==> src/rx_elastic_pkg.sv <==
// Constants and carrier types for the receive elastic buffer.
// Assumes 8b/10b decoded symbols arrive one per link clock period.
// What this block does
// - Logic buffer lives in one memory, twice the 64-entry transceiver buffer.
// - Build option picks logic buffer by default, else smaller transceiver-sized one.
// - In the gap after a frame, idles are deleted until half full returns.
// - Bytes repeated 10 or 100 times at slow rates pass unharmed.
// - At 10 Mb/s with 200 ppm, 31 entries margin each side of half.
// - Small buffer only when 10 Mb/s unused or clocks closely related.
// - With 100 ppm total mismatch, 16 entries margin each side suffice.
// - Write side takes symbols timed by the recovered receive clock.
// - Read side and core logic run on the core clock.
package rx_elastic_pkg;

	// Symbol as decoded: control flag and byte
	typedef struct packed {
		logic       k;
		logic [7:0] d;
	} word_t;

	localparam int XCVR_DEPTH    = 64;
	localparam int MARGIN_200PPM = 31;
	localparam int MARGIN_100PPM = 16;
	localparam int REP_100M      = 10;
	localparam int REP_10M       = 100;
	localparam int FRAME_MAX     = 1522;
	localparam int CORE_CLK_MHZ  = 125;

	// Code groups that matter to the gap logic
	localparam logic [7:0] IDLE_K = 8'hbc;
	localparam logic [7:0] IDLE_D = 8'h50;
	localparam logic [7:0] SOF_K  = 8'hfb;
	localparam logic [7:0] EOF_K  = 8'hfd;

endpackage

==> src/sgmii_rx_elastic_buffer.sv <==
// Receive elastic buffer between recovered-clock symbols and the core.
// Assumes rx_clk and rx_word come from outside; rd_tick and out_ready
// are core logic on clk.
module sgmii_rx_elastic_buffer #(
	parameter bit USE_LOGIC_BUFFER = 1'b1,
	parameter int DEPTH = USE_LOGIC_BUFFER ?
		2 * rx_elastic_pkg::XCVR_DEPTH : rx_elastic_pkg::XCVR_DEPTH,
	parameter int CW    = $clog2(DEPTH + 1)
) (
	input  wire logic                   clk,
	input  wire logic                   nrst,
	input  wire logic                   rx_clk,
	input  wire rx_elastic_pkg::word_t  rx_word,
	input  wire logic                   rd_tick,
	input  wire logic                   out_ready,
	output rx_elastic_pkg::word_t       out_word_q,
	output logic                        out_valid_q,
	output logic                        overflow_q,
	output logic                        underflow_q,
	output logic [CW-1:0]               level_q,
	output logic                        margin_10m_ok_q
);

	localparam int AW   = $clog2(DEPTH);
	localparam int HALF = DEPTH / 2;
	localparam logic [CW-1:0] HALF_C = CW'(HALF);
	localparam logic [CW-1:0] FULL_C = CW'(DEPTH);
	localparam logic [CW-1:0] ONE_C  = CW'(1);
	// Depth choice against the 10 Mb/s and closely-related margins
	localparam bit SAFE_10M = HALF >= rx_elastic_pkg::MARGIN_200PPM;
	localparam bit SAFE_REL = HALF >= rx_elastic_pkg::MARGIN_100PPM;

	// Match a symbol against a control or data code
	function automatic logic is_sym(input rx_elastic_pkg::word_t w,
		input logic k, input logic [7:0] code);
		is_sym = (w.k == k) && (w.d == code);
	endfunction

	logic                   clk_s1_q;
	logic                   clk_s2_q;
	logic                   clk_s3_q;
	rx_elastic_pkg::word_t  w_s1_q;
	rx_elastic_pkg::word_t  w_s2_q;
	rx_elastic_pkg::word_t  pend_q;
	logic                   pend_v_q;
	logic                   wframe_q;
	logic                   rframe_q;
	logic                   ins_q;
	logic                   pop_q;
	logic [AW-1:0]          wr_ptr_q;
	logic [AW-1:0]          rd_ptr_q;
	logic [CW-1:0]          count_q;
	logic [CW-1:0]          cnt_rd_q;
	logic [CW-1:0]          count_d;
	rx_elastic_pkg::word_t  head;
	rx_elastic_pkg::word_t  e1_q;
	logic                   v1_q;

	// Link clock and symbol pass two flops before use
	always_ff @(posedge clk or negedge nrst)
	begin
		if (!nrst)
		begin
			clk_s1_q <= 1'b0;
			clk_s2_q <= 1'b0;
			clk_s3_q <= 1'b0;
			w_s1_q   <= '0;
			w_s2_q   <= '0;
		end
		else
		begin
			clk_s1_q <= rx_clk;
			clk_s2_q <= clk_s1_q;
			clk_s3_q <= clk_s2_q;
			w_s1_q   <= rx_word;
			w_s2_q   <= w_s1_q;
		end
	end

	// Symbols are taken on the falling link edge, mid-way through their
	// stable period, so the value used was captured half a link period from any change.
	wire                  link_fall = clk_s3_q & ~clk_s2_q;
	wire rx_elastic_pkg::word_t cur = w_s2_q;

	// Write side decode: idle pair held in pending plus current symbol
	wire pair_idle = pend_v_q
		&& is_sym(pend_q, 1'b1, rx_elastic_pkg::IDLE_K)
		&& is_sym(cur, 1'b0, rx_elastic_pkg::IDLE_D);
	wire del_pair  = link_fall && pair_idle && !wframe_q
		&& (count_q > HALF_C);
	wire full      = (count_q == FULL_C);
	wire wr_try    = link_fall && pend_v_q && !del_pair;
	wire wr_en     = wr_try && !full;
	wire cur_sof   = is_sym(cur, 1'b1, rx_elastic_pkg::SOF_K);
	wire cur_eof   = is_sym(cur, 1'b1, rx_elastic_pkg::EOF_K);

	// Pending symbol, frame tracking, write pointer
	always_ff @(posedge clk or negedge nrst)
	begin
		if (!nrst)
		begin
			pend_q   <= '0;
			pend_v_q <= 1'b0;
			wframe_q <= 1'b0;
			wr_ptr_q <= '0;
		end
		else if (link_fall)
		begin
			pend_q   <= cur;
			pend_v_q <= !del_pair;
			wframe_q <= cur_sof | (wframe_q & ~cur_eof);
			if (wr_en)
				wr_ptr_q <= wr_ptr_q + AW'(1);
		end
	end

	// One memory holds every entry
	rx_elastic_mem #(
		.W     ($bits(rx_elastic_pkg::word_t)),
		.DEPTH (DEPTH)
	) u_mem (
		.clk     (clk),
		.nrst    (nrst),
		.we      (wr_en),
		.waddr   (wr_ptr_q),
		.wdata   (pend_q),
		.raddr   (rd_ptr_q),
		.rdata_q (head)
	);

	// Read side decode; memory data trail the pointer by one cycle
	wire head_ok   = (cnt_rd_q != '0) && !pop_q;
	wire room      = !v1_q;
	wire slot      = rd_tick && room;
	wire head_idle = is_sym(head, 1'b1, rx_elastic_pkg::IDLE_K);
	wire do_ins    = slot && !ins_q && head_ok && head_idle && !rframe_q
		&& (count_q < HALF_C);
	wire pop       = slot && !ins_q && head_ok && !do_ins;
	wire push      = slot && (ins_q || head_ok);
	wire starve    = rd_tick && room && !ins_q && !head_ok;
	wire rx_elastic_pkg::word_t push_w = ins_q
		? rx_elastic_pkg::word_t'{k: 1'b0, d: rx_elastic_pkg::IDLE_D}
		: head;
	wire push_sof  = is_sym(push_w, 1'b1, rx_elastic_pkg::SOF_K);
	wire push_eof  = is_sym(push_w, 1'b1, rx_elastic_pkg::EOF_K);

	// Occupancy: one up per write, one down per pop
	assign count_d = count_q + (wr_en ? ONE_C : '0) - (pop ? ONE_C : '0);

	// Read pointer, insertion state, occupancy
	always_ff @(posedge clk or negedge nrst)
	begin
		if (!nrst)
		begin
			rd_ptr_q <= '0;
			ins_q    <= 1'b0;
			pop_q    <= 1'b0;
			rframe_q <= 1'b0;
			count_q  <= '0;
			cnt_rd_q <= '0;
		end
		else
		begin
			if (pop)
				rd_ptr_q <= rd_ptr_q + AW'(1);
			if (slot)
				ins_q <= do_ins;
			if (push)
				rframe_q <= push_sof | (rframe_q & ~push_eof);
			pop_q    <= pop;
			count_q  <= count_d;
			cnt_rd_q <= count_q;
		end
	end

	// Two-entry output buffer so a core stall loses no symbol
	wire out_fire = out_valid_q && out_ready;

	always_ff @(posedge clk or negedge nrst)
	begin
		if (!nrst)
		begin
			out_word_q  <= '0;
			out_valid_q <= 1'b0;
			e1_q        <= '0;
			v1_q        <= 1'b0;
		end
		else if (out_fire)
		begin
			out_word_q  <= v1_q ? e1_q : push_w;
			out_valid_q <= v1_q | push;
			e1_q        <= push_w;
			v1_q        <= v1_q & push;
		end
		else if (push)
		begin
			if (out_valid_q)
			begin
				e1_q <= push_w;
				v1_q <= 1'b1;
			end
			else
			begin
				out_word_q  <= push_w;
				out_valid_q <= 1'b1;
			end
		end
	end

	// Status flags and occupancy report
	always_ff @(posedge clk or negedge nrst)
	begin
		if (!nrst)
		begin
			overflow_q      <= 1'b0;
			underflow_q     <= 1'b0;
			level_q         <= '0;
			margin_10m_ok_q <= 1'b0;
		end
		else
		begin
			overflow_q      <= wr_try && full;
			underflow_q     <= starve;
			level_q         <= count_q;
			margin_10m_ok_q <= SAFE_10M;
		end
	end

	// Smaller buffer still covers the closely-related clock case
	wire unused_rel = SAFE_REL;

endmodule

==> src/rx_elastic_mem.sv <==
// Simple dual-port memory for the elastic buffer.
// Assumes one clock; read data come out of a register.
module rx_elastic_mem #(
	parameter int W     = 9,
	parameter int DEPTH = 128,
	parameter int AW    = $clog2(DEPTH)
) (
	input  wire logic          clk,
	input  wire logic          nrst,
	input  wire logic          we,
	input  wire logic [AW-1:0] waddr,
	input  wire logic [W-1:0]  wdata,
	input  wire logic [AW-1:0] raddr,
	output logic      [W-1:0]  rdata_q
);

	logic [W-1:0] mem [DEPTH];

	// Storage array, no reset
	always_ff @(posedge clk)
	begin
		if (we)
			mem[waddr] <= wdata;
	end

	// Registered read port
	always_ff @(posedge clk or negedge nrst)
	begin
		if (!nrst)
			rdata_q <= '0;
		else
			rdata_q <= mem[raddr];
	end

endmodule

==> config.mk <==
export PLATFORM = sky130hd
export DESIGN_NAME = sgmii_rx_elastic_buffer
export DESIGN_NICKNAME = d
export VERILOG_FILES = /design/src/rx_elastic_pkg.sv /design/src/sgmii_rx_elastic_buffer.sv /design/src/rx_elastic_mem.sv
export SDC_FILE = /design/constraint.sdc
export NUM_CORES = 1
export LEC_CHECK = 0
export ABC_AREA = 0
export BUFFER_PORTS_ARGS = -buffer_cell sky130_fd_sc_hd__buf_2
export CELL_PAD_IN_SITES_DETAIL_PLACEMENT = 1
export CELL_PAD_IN_SITES_GLOBAL_PLACEMENT = 2
export CORE_AREA = 2 2 404 406
export DETAILED_ROUTE_END_ITERATION = 16
export DIE_AREA = 0 0 406 408
export PLACE_DENSITY = 0.49
export SLEW_MARGIN = 20
export SYNTH_ARGS = -nofsm -noshare
export SYNTH_HDL_FRONTEND = slang
export SYNTH_HIERARCHICAL = 1
export SYNTH_SLANG_ARGS = --single-unit
==> constraint.sdc <==
create_clock -name clk -period 5 [get_ports clk]
set_input_delay 0.5 -clock clk [delete_from_list [all_inputs] [get_ports clk]]
set_output_delay 0.5 -clock clk [all_outputs]
set_load 0.05 [all_outputs]
==> run summary, run 1 <==
met2 wire length: 63,060 um
Seq cells post-synth: 1,249
DIE AREA: 165,600 um^2
CP cell instances: inv_1 -> ha_1 -> nor4bb_1 -> a211o_1 -> o211a_1 -> inv_1 -> ha_1 -> inv_1 -> ha_1 -> fa_1 -> a21oi_1 -> o21bai_1 -> a21oi_1 -> o21bai_1 -> xor2_1
period utilization: 76.08%
highest routed layer: met4
CP Data Required Time: 5.61 ns
antenna-violating nets left: 0
CP max FO: 16
Initial Utilization: 29.81%
RR Startpoint: count_q[3]
asr flop ratio synth: 7.766%
clk root buf: clkbuf_16
Slowest Stage Delay on Critical Path: 0.62 ns
drt via density: 4.814
Leakage: 17.95 nW
Critical Path Sink Type: register
Final Max Slew Viols: 0
Post-Route WL: 128,800 um
number of max-cap violations: 0
crit path max-delay cell type: o211a_1
vias in the first global route: 24,043
worst-case clock buffer depth: 3
CTS buffer count: 143
area leader, netlist: edfxtp_1
placer congestion estimate: 0.7600
Cell Area, Synth: 48,190 um^2
fin crit period: 3.804 ns
Final Util: 35.10%
Worst-Margin Slew: 1.067 ns
Max Clock Skew: 0.02508 ns
H-tree levels: 4
Synthesized Nets: 2,116
relative slew slack: 28.59%
Post-Route M1 WL: 58,370 um
Worst Hold Class: in2reg
final hold vios: 0
die width: 406 um
Cell Pwr Density: 562.5 nW/um^2
status: finished, final reports clean
count of unique library cells instantiated by Yosys: 47
hold_sp: rd_tick
clock latency on the worst-skew pair: 0.74 ns
CTS tree: done
Clock Pin Slew Worst Setup and Hold Paths: 0.05 ns
Site Rows: 148
Cells after Synth: 2,086
Die Ht: 408 um
RSZ-0062 raised after global routing: no
share of layout cells above drive strength 1: 34.14%
Synth warnings: 6
DRC Markers: 0
final setup vio count: 0
met3 WL post-DR: 5437 um
CP Launch Type: register
setup tns final: 0 ns
clk sinks: 1,249
first-pass GRT wire length: 184,900 um
Post-CTS Setup Bufs: 0
final net count: 2,379
DR iter-0 viols: 1,974
vias: 22,292
GRT Total Usage: 15.73%
largest net degree at the start of global routing: 96
IO Pins: 35
register area share after synthesis: 76.83%
syn avg cell area: 23.10 um^2
number of synthesized flops with an enable pin: 1,152
Main synth FF type: edfxtp_1
Post-CTS Resized: 0
post-synth top area share: 71.79%
area delta synth->final: 17.77%
worst vdd ir: 0.2776 mV
crit path launch: count_q[3]
Setup CP Type: reg2reg
CORE AREA: 161,700 um^2
CP arrival: 4.41 ns
first-pass iteration count of the detailed router: 5
fmax: 262.9 MHz
hold buffers post-CTS: 13
Port Buf Inserts: 34
total grt overflow: 0
Fillers: 15,529
HPWL after DPL: 79,990 um
initial antenna violation count: 5
flop2flop setup slack: 1.20 ns
top post-synthesis cells by area: edfxtp_1 72%, mux4_2 18%, dfrtp_1 5.0%
DR WL/cell: 27.82 um
==> cells by family (layout without fill, tap and decap cells) <==
| family | Yosys count | count (layout) | share of synthesized area, % |
|---|---|---|---|
| adders and majority gates | 16 | 16 | 0.4310 |
| xor gates and xnor gates | 18 | 18 | 0.3272 |
| muxes | 423 | 423 | 18.72 |
| buffers and inverters | 119 | 485 | 1.057 |
| and+or+nand+nor | 237 | 237 | 2.259 |
| other | 1 | 5 | 0.007782 |
| DFF | 1249 | 1249 | 76.83 |
| AOI/OAI and AO/OA | 23 | 23 | 0.3765 |
==> worst paths after layout <==
kind,cells after the start,endpoint
worst max-delay path,15,count_q[6]
worst min register to register,0,cur[0]
worst max register to register,15,count_q[6]
worst min-delay path,3,underflow_q
min in group asynchronous,2,count_q[1]
max in group asynchronous,3,rd_ptr_q[1]
==> routing by layer <==
layer,global-route usage [%],up-vias
met3,2.714,144
met4,3.141,0
met2,25.52,483
met5,0,-
li1,-,9319
met1,22.27,12346
==> cells in the mapped netlist (all sizes together), types with 2 or more instances <==
cell,count
nor2,134
o21bai,2
nand2,22
nand4b,2
a22oi,2
mux4,378
clkbuf,56
a21oi,8
xnor2,12
buf,48
nor2b,16
and3,3
nand3,13
ha,15
nor4bb,4
nor4,5
nand4,14
edfxtp,1152
xor2,6
dfrtp,97
inv,15
o21ai,2
mux2,44
nand2b,7
or2,2
nor3,11
==> report_power, final <==
| group | switching [mW] | total, mW | internal [mW] |
|---|---|---|---|
| combinational | 5.18 | 9.26 | 4.09 |
| sequential | 0.570 | 12.7 | 12.1 |
| clock | 4.12 | 10.0 | 5.88 |
| total | 9.87 | 31.9 | 22.0 |
==> stage by stage <==
stage	setup slack, ns	hold slack, ns	power, mW	cell area [um^2]	instances
2_1_floorplan	0.7769	0.2044	18.53	48190	2086
3_3_place_gp	1.113	0.3415	22.36	52150	4365
3_5_place_dp	1.162	0.3379	22.43	52150	4365
4_1_cts	1.147	0.1492	32.56	56710	4626
5_1_grt	0.8234	0.2098	33.25	56740	4627
6_report	1.196	0.2286	31.92	56750	4631
==> cells in the final DEF (no fill, tap or decap), drive strengths merged, types with 14 or more instances in the layout <==
master,n
mux2,44
clkbuf,178
nor2,134
nand2,22
inv,22
clkinv,48
dfrtp,97
buf,209
nor2b,16
edfxtp,1152
ha,15
mux4,378
nand4,14
==> flip-flops by register name (all words and copies together) (netlist names), 7 cells and up <==
signal         flops
level_q            8
cur                9
u_mem/rdata_q      9
count_q            8
out_word_q         9
w_s1_q             9
e1_q               9
u_mem/mem       1152
rd_ptr_q           7
wr_ptr_q           7
pend_q             9
==> critical path: cells and delay by family (launching register included) <==
kind	cells	cell delay, ns
buf+inv	3	0.25
simple gates	1	0.46
xor+xnor	1	0.14
compound gates	6	1.37
fa+ha+maj	4	1.09
flops	1	0.39
==> area by class of cell <==
cell class | instances | area [um^2] | share of cell area, %
antenna | 4 | 10.01 | 0.01764
clock buffer | 178 | 3795 | 6.687
clock inverter | 70 | 629.4 | 1.109
inverter | 15 | 56.30 | 0.09922
multi-input combinational | 718 | 10660 | 18.79
sequential | 1249 | 37070 | 65.32
tap | 2175 | 2721 | 4.796
timing repair buffer | 222 | 1803 | 3.177
Note: power is estimated with default switching activity, not from simulation.
==> inputs of run 2 (changes only) <==
PLACE_DENSITY = 0.51   (was 0.49)
clock period = 3.1 ns   (was 5 ns; I/O delays follow)
==> run summary, run 2 (synthesis gave the netlist of run 1 again) <==
Die Ht: 408 um (unchanged)
Worst Hold Class: in2async (was in2reg)
status: finished, violations left (was finished, final reports clean)
HPWL after DPL: 80,690 um (was 79,990 um)
Pwr Total: 53.46 mW (was 31.92 mW)
die width: 406 um (unchanged)
r2r worst-path depth: 12 (was 15)
first-pass iteration count of the detailed router: 5 (unchanged)
CP cell instances: inv_2 -> ha_4 -> nor4bb_4 -> buf_4 -> a211o_1 -> o211a_1 -> buf_4 -> nor2b_2 -> nand3_1 -> buf_4 -> nor2_1 -> buf_12 (was inv_1 -> ha_1 -> nor4bb_1 -> a211o_1 -> o211a_1 -> inv_1 -> ha_1 -> inv_1 -> ha_1 -> fa_1 -> a21oi_1 -> o21bai_1 -> a21oi_1 -> o21bai_1 -> xor2_1)
antenna-violating nets left: 0 (unchanged)
final setup margin: -0.008197 ns (was 1.196 ns)
fin crit period: 3.108 ns (was 3.804 ns)
Cell Pwr Density: 915.2 nW/um^2 (was 562.5 nW/um^2)
Leakage: 18.76 nW (was 17.95 nW)
RR Startpoint: count_q[2] (was count_q[3])
GRT Total Usage: 15.76% (was 15.73%)
final net count: 2,481 (was 2,379)
IO Pins: 35 (unchanged)
H-tree levels: 4 (unchanged)
first-pass GRT wire length: 185,300 um (was 184,900 um)
area delta synth->final: 21.22% (was 17.77%)
Post-Route WL: 130,300 um (was 128,800 um)
register with the most flip-flops: u_mem/mem (unchanged)
final hold vios: 0 (unchanged)
Placement Setup Slack: -0.09010 ns (was 1.162 ns)
fmax: 321.7 MHz (was 262.9 MHz)
Setup CP Type: reg2reg (unchanged)
Critical Path Sink Type: register (unchanged)
Initial Utilization: 29.81% (unchanged)
period utilization: 100.3% (was 76.08%)
failing checks: setup timing
DR iter-0 viols: 2,087 (was 1,974)
share of layout cells above drive strength 1: 37.63% (was 34.14%)
RSZ-0062 raised after global routing: yes (was no)
flop2flop setup slack: -0.008 ns (was 1.20 ns)
Site Rows: 148 (unchanged)
commonest non-fill, non-tap cell in the layout: edfxtp_1 (unchanged)
CTS buffer count: 142 (was 143)
DRC Markers: 0 (unchanged)
number of max-cap violations: 0 (unchanged)
total grt overflow: 0 (unchanged)
Final Max Slew Viols: 0 (unchanged)
initial antenna violation count: 4 (was 5)
CP arrival: 3.58 ns (was 4.41 ns)
CTS tree: done (unchanged)
vias: 22,766 (was 22,292)
worst-case clock buffer depth: 3 (unchanged)
crit path max-delay cell type: dfrtp_1 (was o211a_1)
CP Data Required Time: 3.58 ns (was 5.61 ns)
Clock Pin Slew Worst Setup and Hold Paths: 0.06 ns (was 0.05 ns)
Slowest Stage Delay on Critical Path: 0.39 ns (was 0.62 ns)
most frequent CP cell: buf_4
relative slew slack: 29.21% (was 28.59%)
Port Buf Inserts: 34 (unchanged)
clock latency on the worst-skew pair: 0.77 ns (was 0.74 ns)
CP max FO: 15 (was 16)
placer congestion estimate: 0.7549 (was 0.7600)
worst vdd ir: 0.5221 mV (was 0.2776 mV)
final setup vio count: 11 (was 0)
CORE AREA: 161,700 um^2 (unchanged)
CP Launch Type: register (unchanged)
clk sinks: 1,249 (unchanged)
vias in the first global route: 24,529 (was 24,043)
Fillers: 15,506 (was 15,529)
most frequent cells in the layout: 1,152 x edfxtp_1, 378 x mux4_2, 212 x buf_4 (was 1,152 x edfxtp_1, 378 x mux4_2, 161 x buf_4)
Max Clock Skew: 0.02066 ns (was 0.02508 ns)
Worst-Margin Slew: 1.062 ns (was 1.067 ns)
largest net degree at the start of global routing: 82 (was 96)
DR WL/cell: 27.51 um (was 27.82 um)
drt via density: 4.806 (was 4.814)
clk root buf: clkbuf_16 (unchanged)
max reg flops: 1,152 (unchanged)
DIE AREA: 165,600 um^2 (unchanged)
reg-to-reg endpoint: u_mem/mem[93][4] (was count_q[6])
[run 2: cell count changes in the layout (fill, tap and decap cells not counted), sizes merged]
cell / change
buf: +90
clkbuf: +13
clkinv: +3
bufbuf: +1
diode: -1
dlygate4sd3: +1
inv: -1
[run 2: layout make-up]
| cell class | count | area [um^2] | share of cell area, % |
|---|---|---|---|
| Multi-Input combinational cell | 718 | 10790 | 18.46 |
| Clock buffer | 180 | 3790 | 6.488 |
| Antenna cell | 3 | 7.507 | 0.01285 |
| Sequential cell | 1249 | 37070 | 63.46 |
| Inverter | 15 | 56.30 | 0.09639 |
| Tap cell | 2175 | 2721 | 4.659 |
| Clock inverter | 72 | 698.2 | 1.195 |
| Timing Repair Buffer | 325 | 3283 | 5.621 |
[run 2: metal layers]
layer / part of all wire [%] / global-route usage, % / wire length, um
met4: 2.0 / 4.108 / 2578
met3: 4.8 / 3.204 / 6195
met5: 0.0069 / 0 / 9
met2: 48 / 25.10 / 63070
met1: 45 / 22.02 / 58450
[run 2: where the power goes]
part / internal (mW) / switching (mW)
clock network: 9.49 / 6.74
logic: 8.12 / 8.87
registers: 19.5 / 0.737
[run 2: through the flow]
step	hold WS, ns	utilization [%]	TNS, ns	area, um^2	cells
final	0.1668	36.13	-0.05247	58410	4737
after global routing	0.1450	36.13	-22.03	58400	4734
after CTS	0.1170	35.80	-0.02372	57880	4714
after detailed placement	0.3386	32.77	-12.27	52980	4436
after global placement	0.3361	32.77	-7.315	52980	4436
after floorplan	0.01441	-	-1.911	48230	2086
[run 2: worst max path at each step]
| stage | start | endpoint | depth (start not counted) |
|---|---|---|---|
| 2_1_floorplan | pend_q[7] | count_q[6] | 14 |
| 3_3_place_gp | count_q[3] | count_q[6] | 16 |
| 3_5_place_dp | count_q[2] | u_mem/mem[61][3] | 12 |
| 4_1_cts | count_q[5] | count_q[6] | 16 |
| 5_1_grt | count_q[2] | count_q[6] | 16 |
| 6_report | count_q[2] | u_mem/mem[93][4] | 12 |
[run 2: critical path, delay by kind of cell, from the launching register on]
kind / cells / cell delay, ns
buf+inv: 5 / 0.98
simple gates: 4 / 0.91
fa+ha+maj: 1 / 0.13
compound gates: 2 / 0.37
flops: 1 / 0.39
[run 2: repair_timing]
action                                  in CTS  in global routing
gates cloned                                 4                 11
hold buffers                                14                  0
gates resized for setup                     16                 40
pin swaps                                    2                  9
endpoints found under the hold margin       61                  0
endpoints found under the setup margin     468                516
setup buffers                                8                 10
==> inputs of run 3 (changes only) <==
ABC_AREA = 1   (was 0)
CORE_AREA = 2 2 417 419   (was 2 2 404 406)
DIE_AREA = 0 0 419 421   (was 0 0 406 408)
PLACE_DENSITY = 0.58   (was 0.51)
RECOVER_POWER = 50   (was unset)
==> run summary, run 3 <==
CTS buffer count: 147 (was 142)
Worst Hold Path Cells: 4
most common cell in the netlist: nand2_1 (was edfxtp_1)
IO Pins: 35 (unchanged)
RSZ-0062 raised after global routing: no (was yes)
Switch Pwr: 9.011 mW (was 16.35 mW)
area delta synth->final: 17.06% (was 21.22%)
worst vdd ir: 0.5444 mV (was 0.5221 mV)
first-pass GRT wire length: 243,900 um (was 185,300 um)
Pwr Total: 38.48 mW (was 53.46 mW)
post-route cell area: 60,020 um^2 (was 58,410 um^2)
syn avg cell area: 11.57 um^2 (was 23.10 um^2)
share of layout cells above drive strength 1: 10.37% (was 37.63%)
Cell Pwr Density: 641.1 nW/um^2 (was 915.2 nW/um^2)
most frequent cells in the layout: 1,482 x nand2_1, 1,152 x edfxtp_1, 1,079 x nand3_1 (was 1,152 x edfxtp_1, 378 x mux4_2, 212 x buf_4)
count of unique library cells instantiated by Yosys: 36 (was 47)
number of synthesized flops with an enable pin: 1,152 (unchanged)
final hold vios: 0 (unchanged)
antenna-violating nets left: 0 (unchanged)
top cells by count, synth: 1,480 x nand2_1, 1,152 x edfxtp_1, 1,079 x nand3_1 (was 1,152 x edfxtp_1, 378 x mux4_2, 134 x nor2_1)
clk sinks: 1,249 (unchanged)
r2r worst-path depth: 14 (was 12)
DRC Markers: 0 (unchanged)
Post-Route WL: 164,800 um (was 130,300 um)
Setup CP Type: reg2reg (unchanged)
Worst Hold Class: in2reg (was in2async)
CP Data Required Time: 3.57 ns (was 3.58 ns)
Hold EP: out_valid_q
Die Ht: 421 um (was 408 um)
total grt overflow: 0 (unchanged)
register area share after synthesis: 72.20% (was 76.83%)
Seq cells post-synth: 1,249 (unchanged)
Synthesized Nets: 4,460 (was 2,116)
Reg power frac: 50.0% (was 37.8%)
fin crit period: 2.863 ns (was 3.108 ns)
Port Buf Inserts: 34 (unchanged)
max reg flops: 1,152 (unchanged)
CP arrival: 3.33 ns (was 3.58 ns)
GRT Total Usage: 18.73% (was 15.76%)
first-pass iteration count of the detailed router: 5 (unchanged)
hold_sp: out_ready
Post-CTS Setup Bufs: 0 (was 8)
Final Max Slew Viols: 650 (was 0)
Initial Utilization: 29.73% (was 29.81%)
Critical Path Sink Type: register (unchanged)
placed cell area: 55,330 um^2 (was 52,980 um^2)
RR Startpoint: count_q[6] (was count_q[2])
clock share of power: 44.1% (was 30.4%)
asr flop ratio synth: 7.766% (unchanged)
Cell Area, Synth: 51,270 um^2 (was 48,190 um^2)
Cells after Synth: 4,430 (was 2,086)
Worst-Margin Slew: 2.156 ns (was 1.062 ns)
commonest non-fill, non-tap cell in the layout: nand2_1 (was edfxtp_1)
flop2flop setup slack: 0.24 ns (was -0.008 ns)
Site Rows: 153 (was 148)
final net count: 4,651 (was 2,481)
worst-case clock buffer depth: 3 (unchanged)
DIE AREA: 176,400 um^2 (was 165,600 um^2)
DR iter-0 viols: 2,357 (was 2,087)
Final Util: 34.80% (was 36.13%)
relative slew slack: -43.71% (was 29.21%)
period utilization: 92.35% (was 100.3%)
area leader, netlist: edfxtp_1 (unchanged)
vias in the first global route: 35,556 (was 24,529)
CP Launch Type: register (unchanged)
Leakage: 21.77 nW (was 18.76 nW)
HPWL after DPL: 95,110 um (was 80,690 um)
WHS: 0.1477 ns (was 0.1668 ns)
clock latency on the worst-skew pair: 0.78 ns (was 0.77 ns)
number of max-cap violations: 5 (was 0)
CP max FO: 9 (was 15)
drt via density: 4.830 (was 4.806)
initial antenna violation count: 4 (unchanged)
register with the most flip-flops: u_mem/mem (unchanged)
Max Clock Skew: 0.02472 ns (was 0.02066 ns)
DR WL/cell: 23.33 um (was 27.51 um)
vias: 34,121 (was 22,766)
CORE AREA: 172,500 um^2 (was 161,700 um^2)
final setup vio count: 0 (was 11)
CTS tree: done (unchanged)
Synth warnings: 6 (unchanged)
clk root buf: clkbuf_16 (unchanged)
failing checks: capacitance limit, slew limit (was setup timing)
Logic pwr share: 5.9% (was 31.8%)
Clock Pin Slew Worst Setup and Hold Paths: 0.06 ns (about the same)
setup tns final: 0 ns (was -0.05247 ns)
die width: 419 um (was 406 um)
status: finished, violations left (unchanged)
fmax: 349.3 MHz (was 321.7 MHz)
post-synth top area share: 67.47% (was 71.79%)
H-tree levels: 4 (unchanged)
largest net degree at the start of global routing: 131 (was 82)
placer congestion estimate: 0.7585 (was 0.7549)
Pint: 29.47 mW (was 37.11 mW)
Main synth FF type: edfxtp_1 (unchanged)
top post-synthesis cells by area: edfxtp_1 67%, nand2_1 11%, nand3_1 11% (was edfxtp_1 72%, mux4_2 18%, dfrtp_1 5.0%)
Switching Share: 23.42% (was 30.58%)
reg-to-reg endpoint: u_mem/mem[20][1] (was u_mem/mem[93][4])
-- run 3: cell count changes after synthesis, moves of 58 or more --
cell	previous run	this run
nand2_1	22	1480
nand3_1	13	1079
mux4_2	378	0
buf_2	26	132
inv_1	15	73
-- run 3: power by group through the flow --
| stage | logic (mW) | clock network [mW] | registers [mW] |
|---|---|---|---|
| floorplan | 0.712 | 0 | 20.0 |
| detailed placement | 2.38 | 0 | 19.6 |
| finish | 2.27 | 17.0 | 19.2 |
| global route | 2.52 | 18.0 | 19.3 |
| CTS | 2.41 | 17.4 | 19.2 |
| global placement | 2.38 | 0 | 19.5 |
-- run 3: repair_timing --
action                                  4_1_cts  5_1_grt
endpoints found under the setup margin        0        0
hold buffers                                 14        0
endpoints found under the hold margin       109        0
gates resized for setup                       0        0
-- run 3: final cells by class --
class | instances | area [um^2]
Clock buffer | 187 | 3975
Inverter | 81 | 347.8
Antenna cell | 3 | 7.507
Clock inverter | 77 | 704.4
Fill cell | 18672 | 112500
Timing Repair Buffer | 306 | 2611
Multi-Input combinational cell | 2836 | 12400
Tap cell | 2325 | 2909
Sequential cell | 1249 | 37070
-- run 3: kinds of logic (layout without fill, tap and decap cells) --
family / Yosys count / after routing / synth area share [%]
mux: 5 / 5 / 0.1098
simple gates: 2771 / 2771 / 23.13
compound gates: 28 / 28 / 0.2904
flops: 1249 / 1249 / 72.20
buf+inv: 345 / 651 / 3.599
xor+xnor: 15 / 15 / 0.2562
other cells: 1 / 4 / 0.007314
fa+ha+maj: 16 / 16 / 0.4051
-- run 3: metrics by stage --
step	cells	setup WS, ns
after floorplan	4430	0.08016
after global placement	6783	0.2164
after detailed placement	6783	0.2500
after CTS	7061	0.2195
after global routing	7062	0.06110
final	7064	0.2371
-- run 3: how the worst max path moves through the flow --
| stage | start | endpoint | slack, ns | cells after the start |
|---|---|---|---|---|
| 2_1_floorplan | pend_q[6] | u_mem/mem[90][0] | 0.08 | 11 |
| 3_3_place_gp | count_q[4] | u_mem/mem[20][5] | 0.22 | 14 |
| 3_5_place_dp | count_q[6] | u_mem/mem[20][2] | 0.25 | 14 |
| 4_1_cts | count_q[6] | u_mem/mem[20][1] | 0.22 | 14 |
| 5_1_grt | count_q[6] | count_q[6] | 0.06 | 14 |
| 6_report | count_q[6] | u_mem/mem[20][1] | 0.24 | 14 |
-- run 3: routing by layer --
metal	wire, um	GRT usage [%]
met1	77780	26.70
met2	78570	30.53
met3	5875	2.357
met4	2562	3.887
met5	0	0
-- run 3: critical path: stages, from the launching register on --
cell     delay, ns
dfrtp_1       0.39
inv_1         0.11
ha_1          0.16
inv_1         0.06
nand2_1       0.07
nor2_1        0.04
nand3_1       0.10
inv_1         0.04
nand2_1       0.07
nand4_2       0.08
inv_1         0.32
nand2_1       0.42
buf_4         0.33
nor2_1        0.13
buf_4         0.22
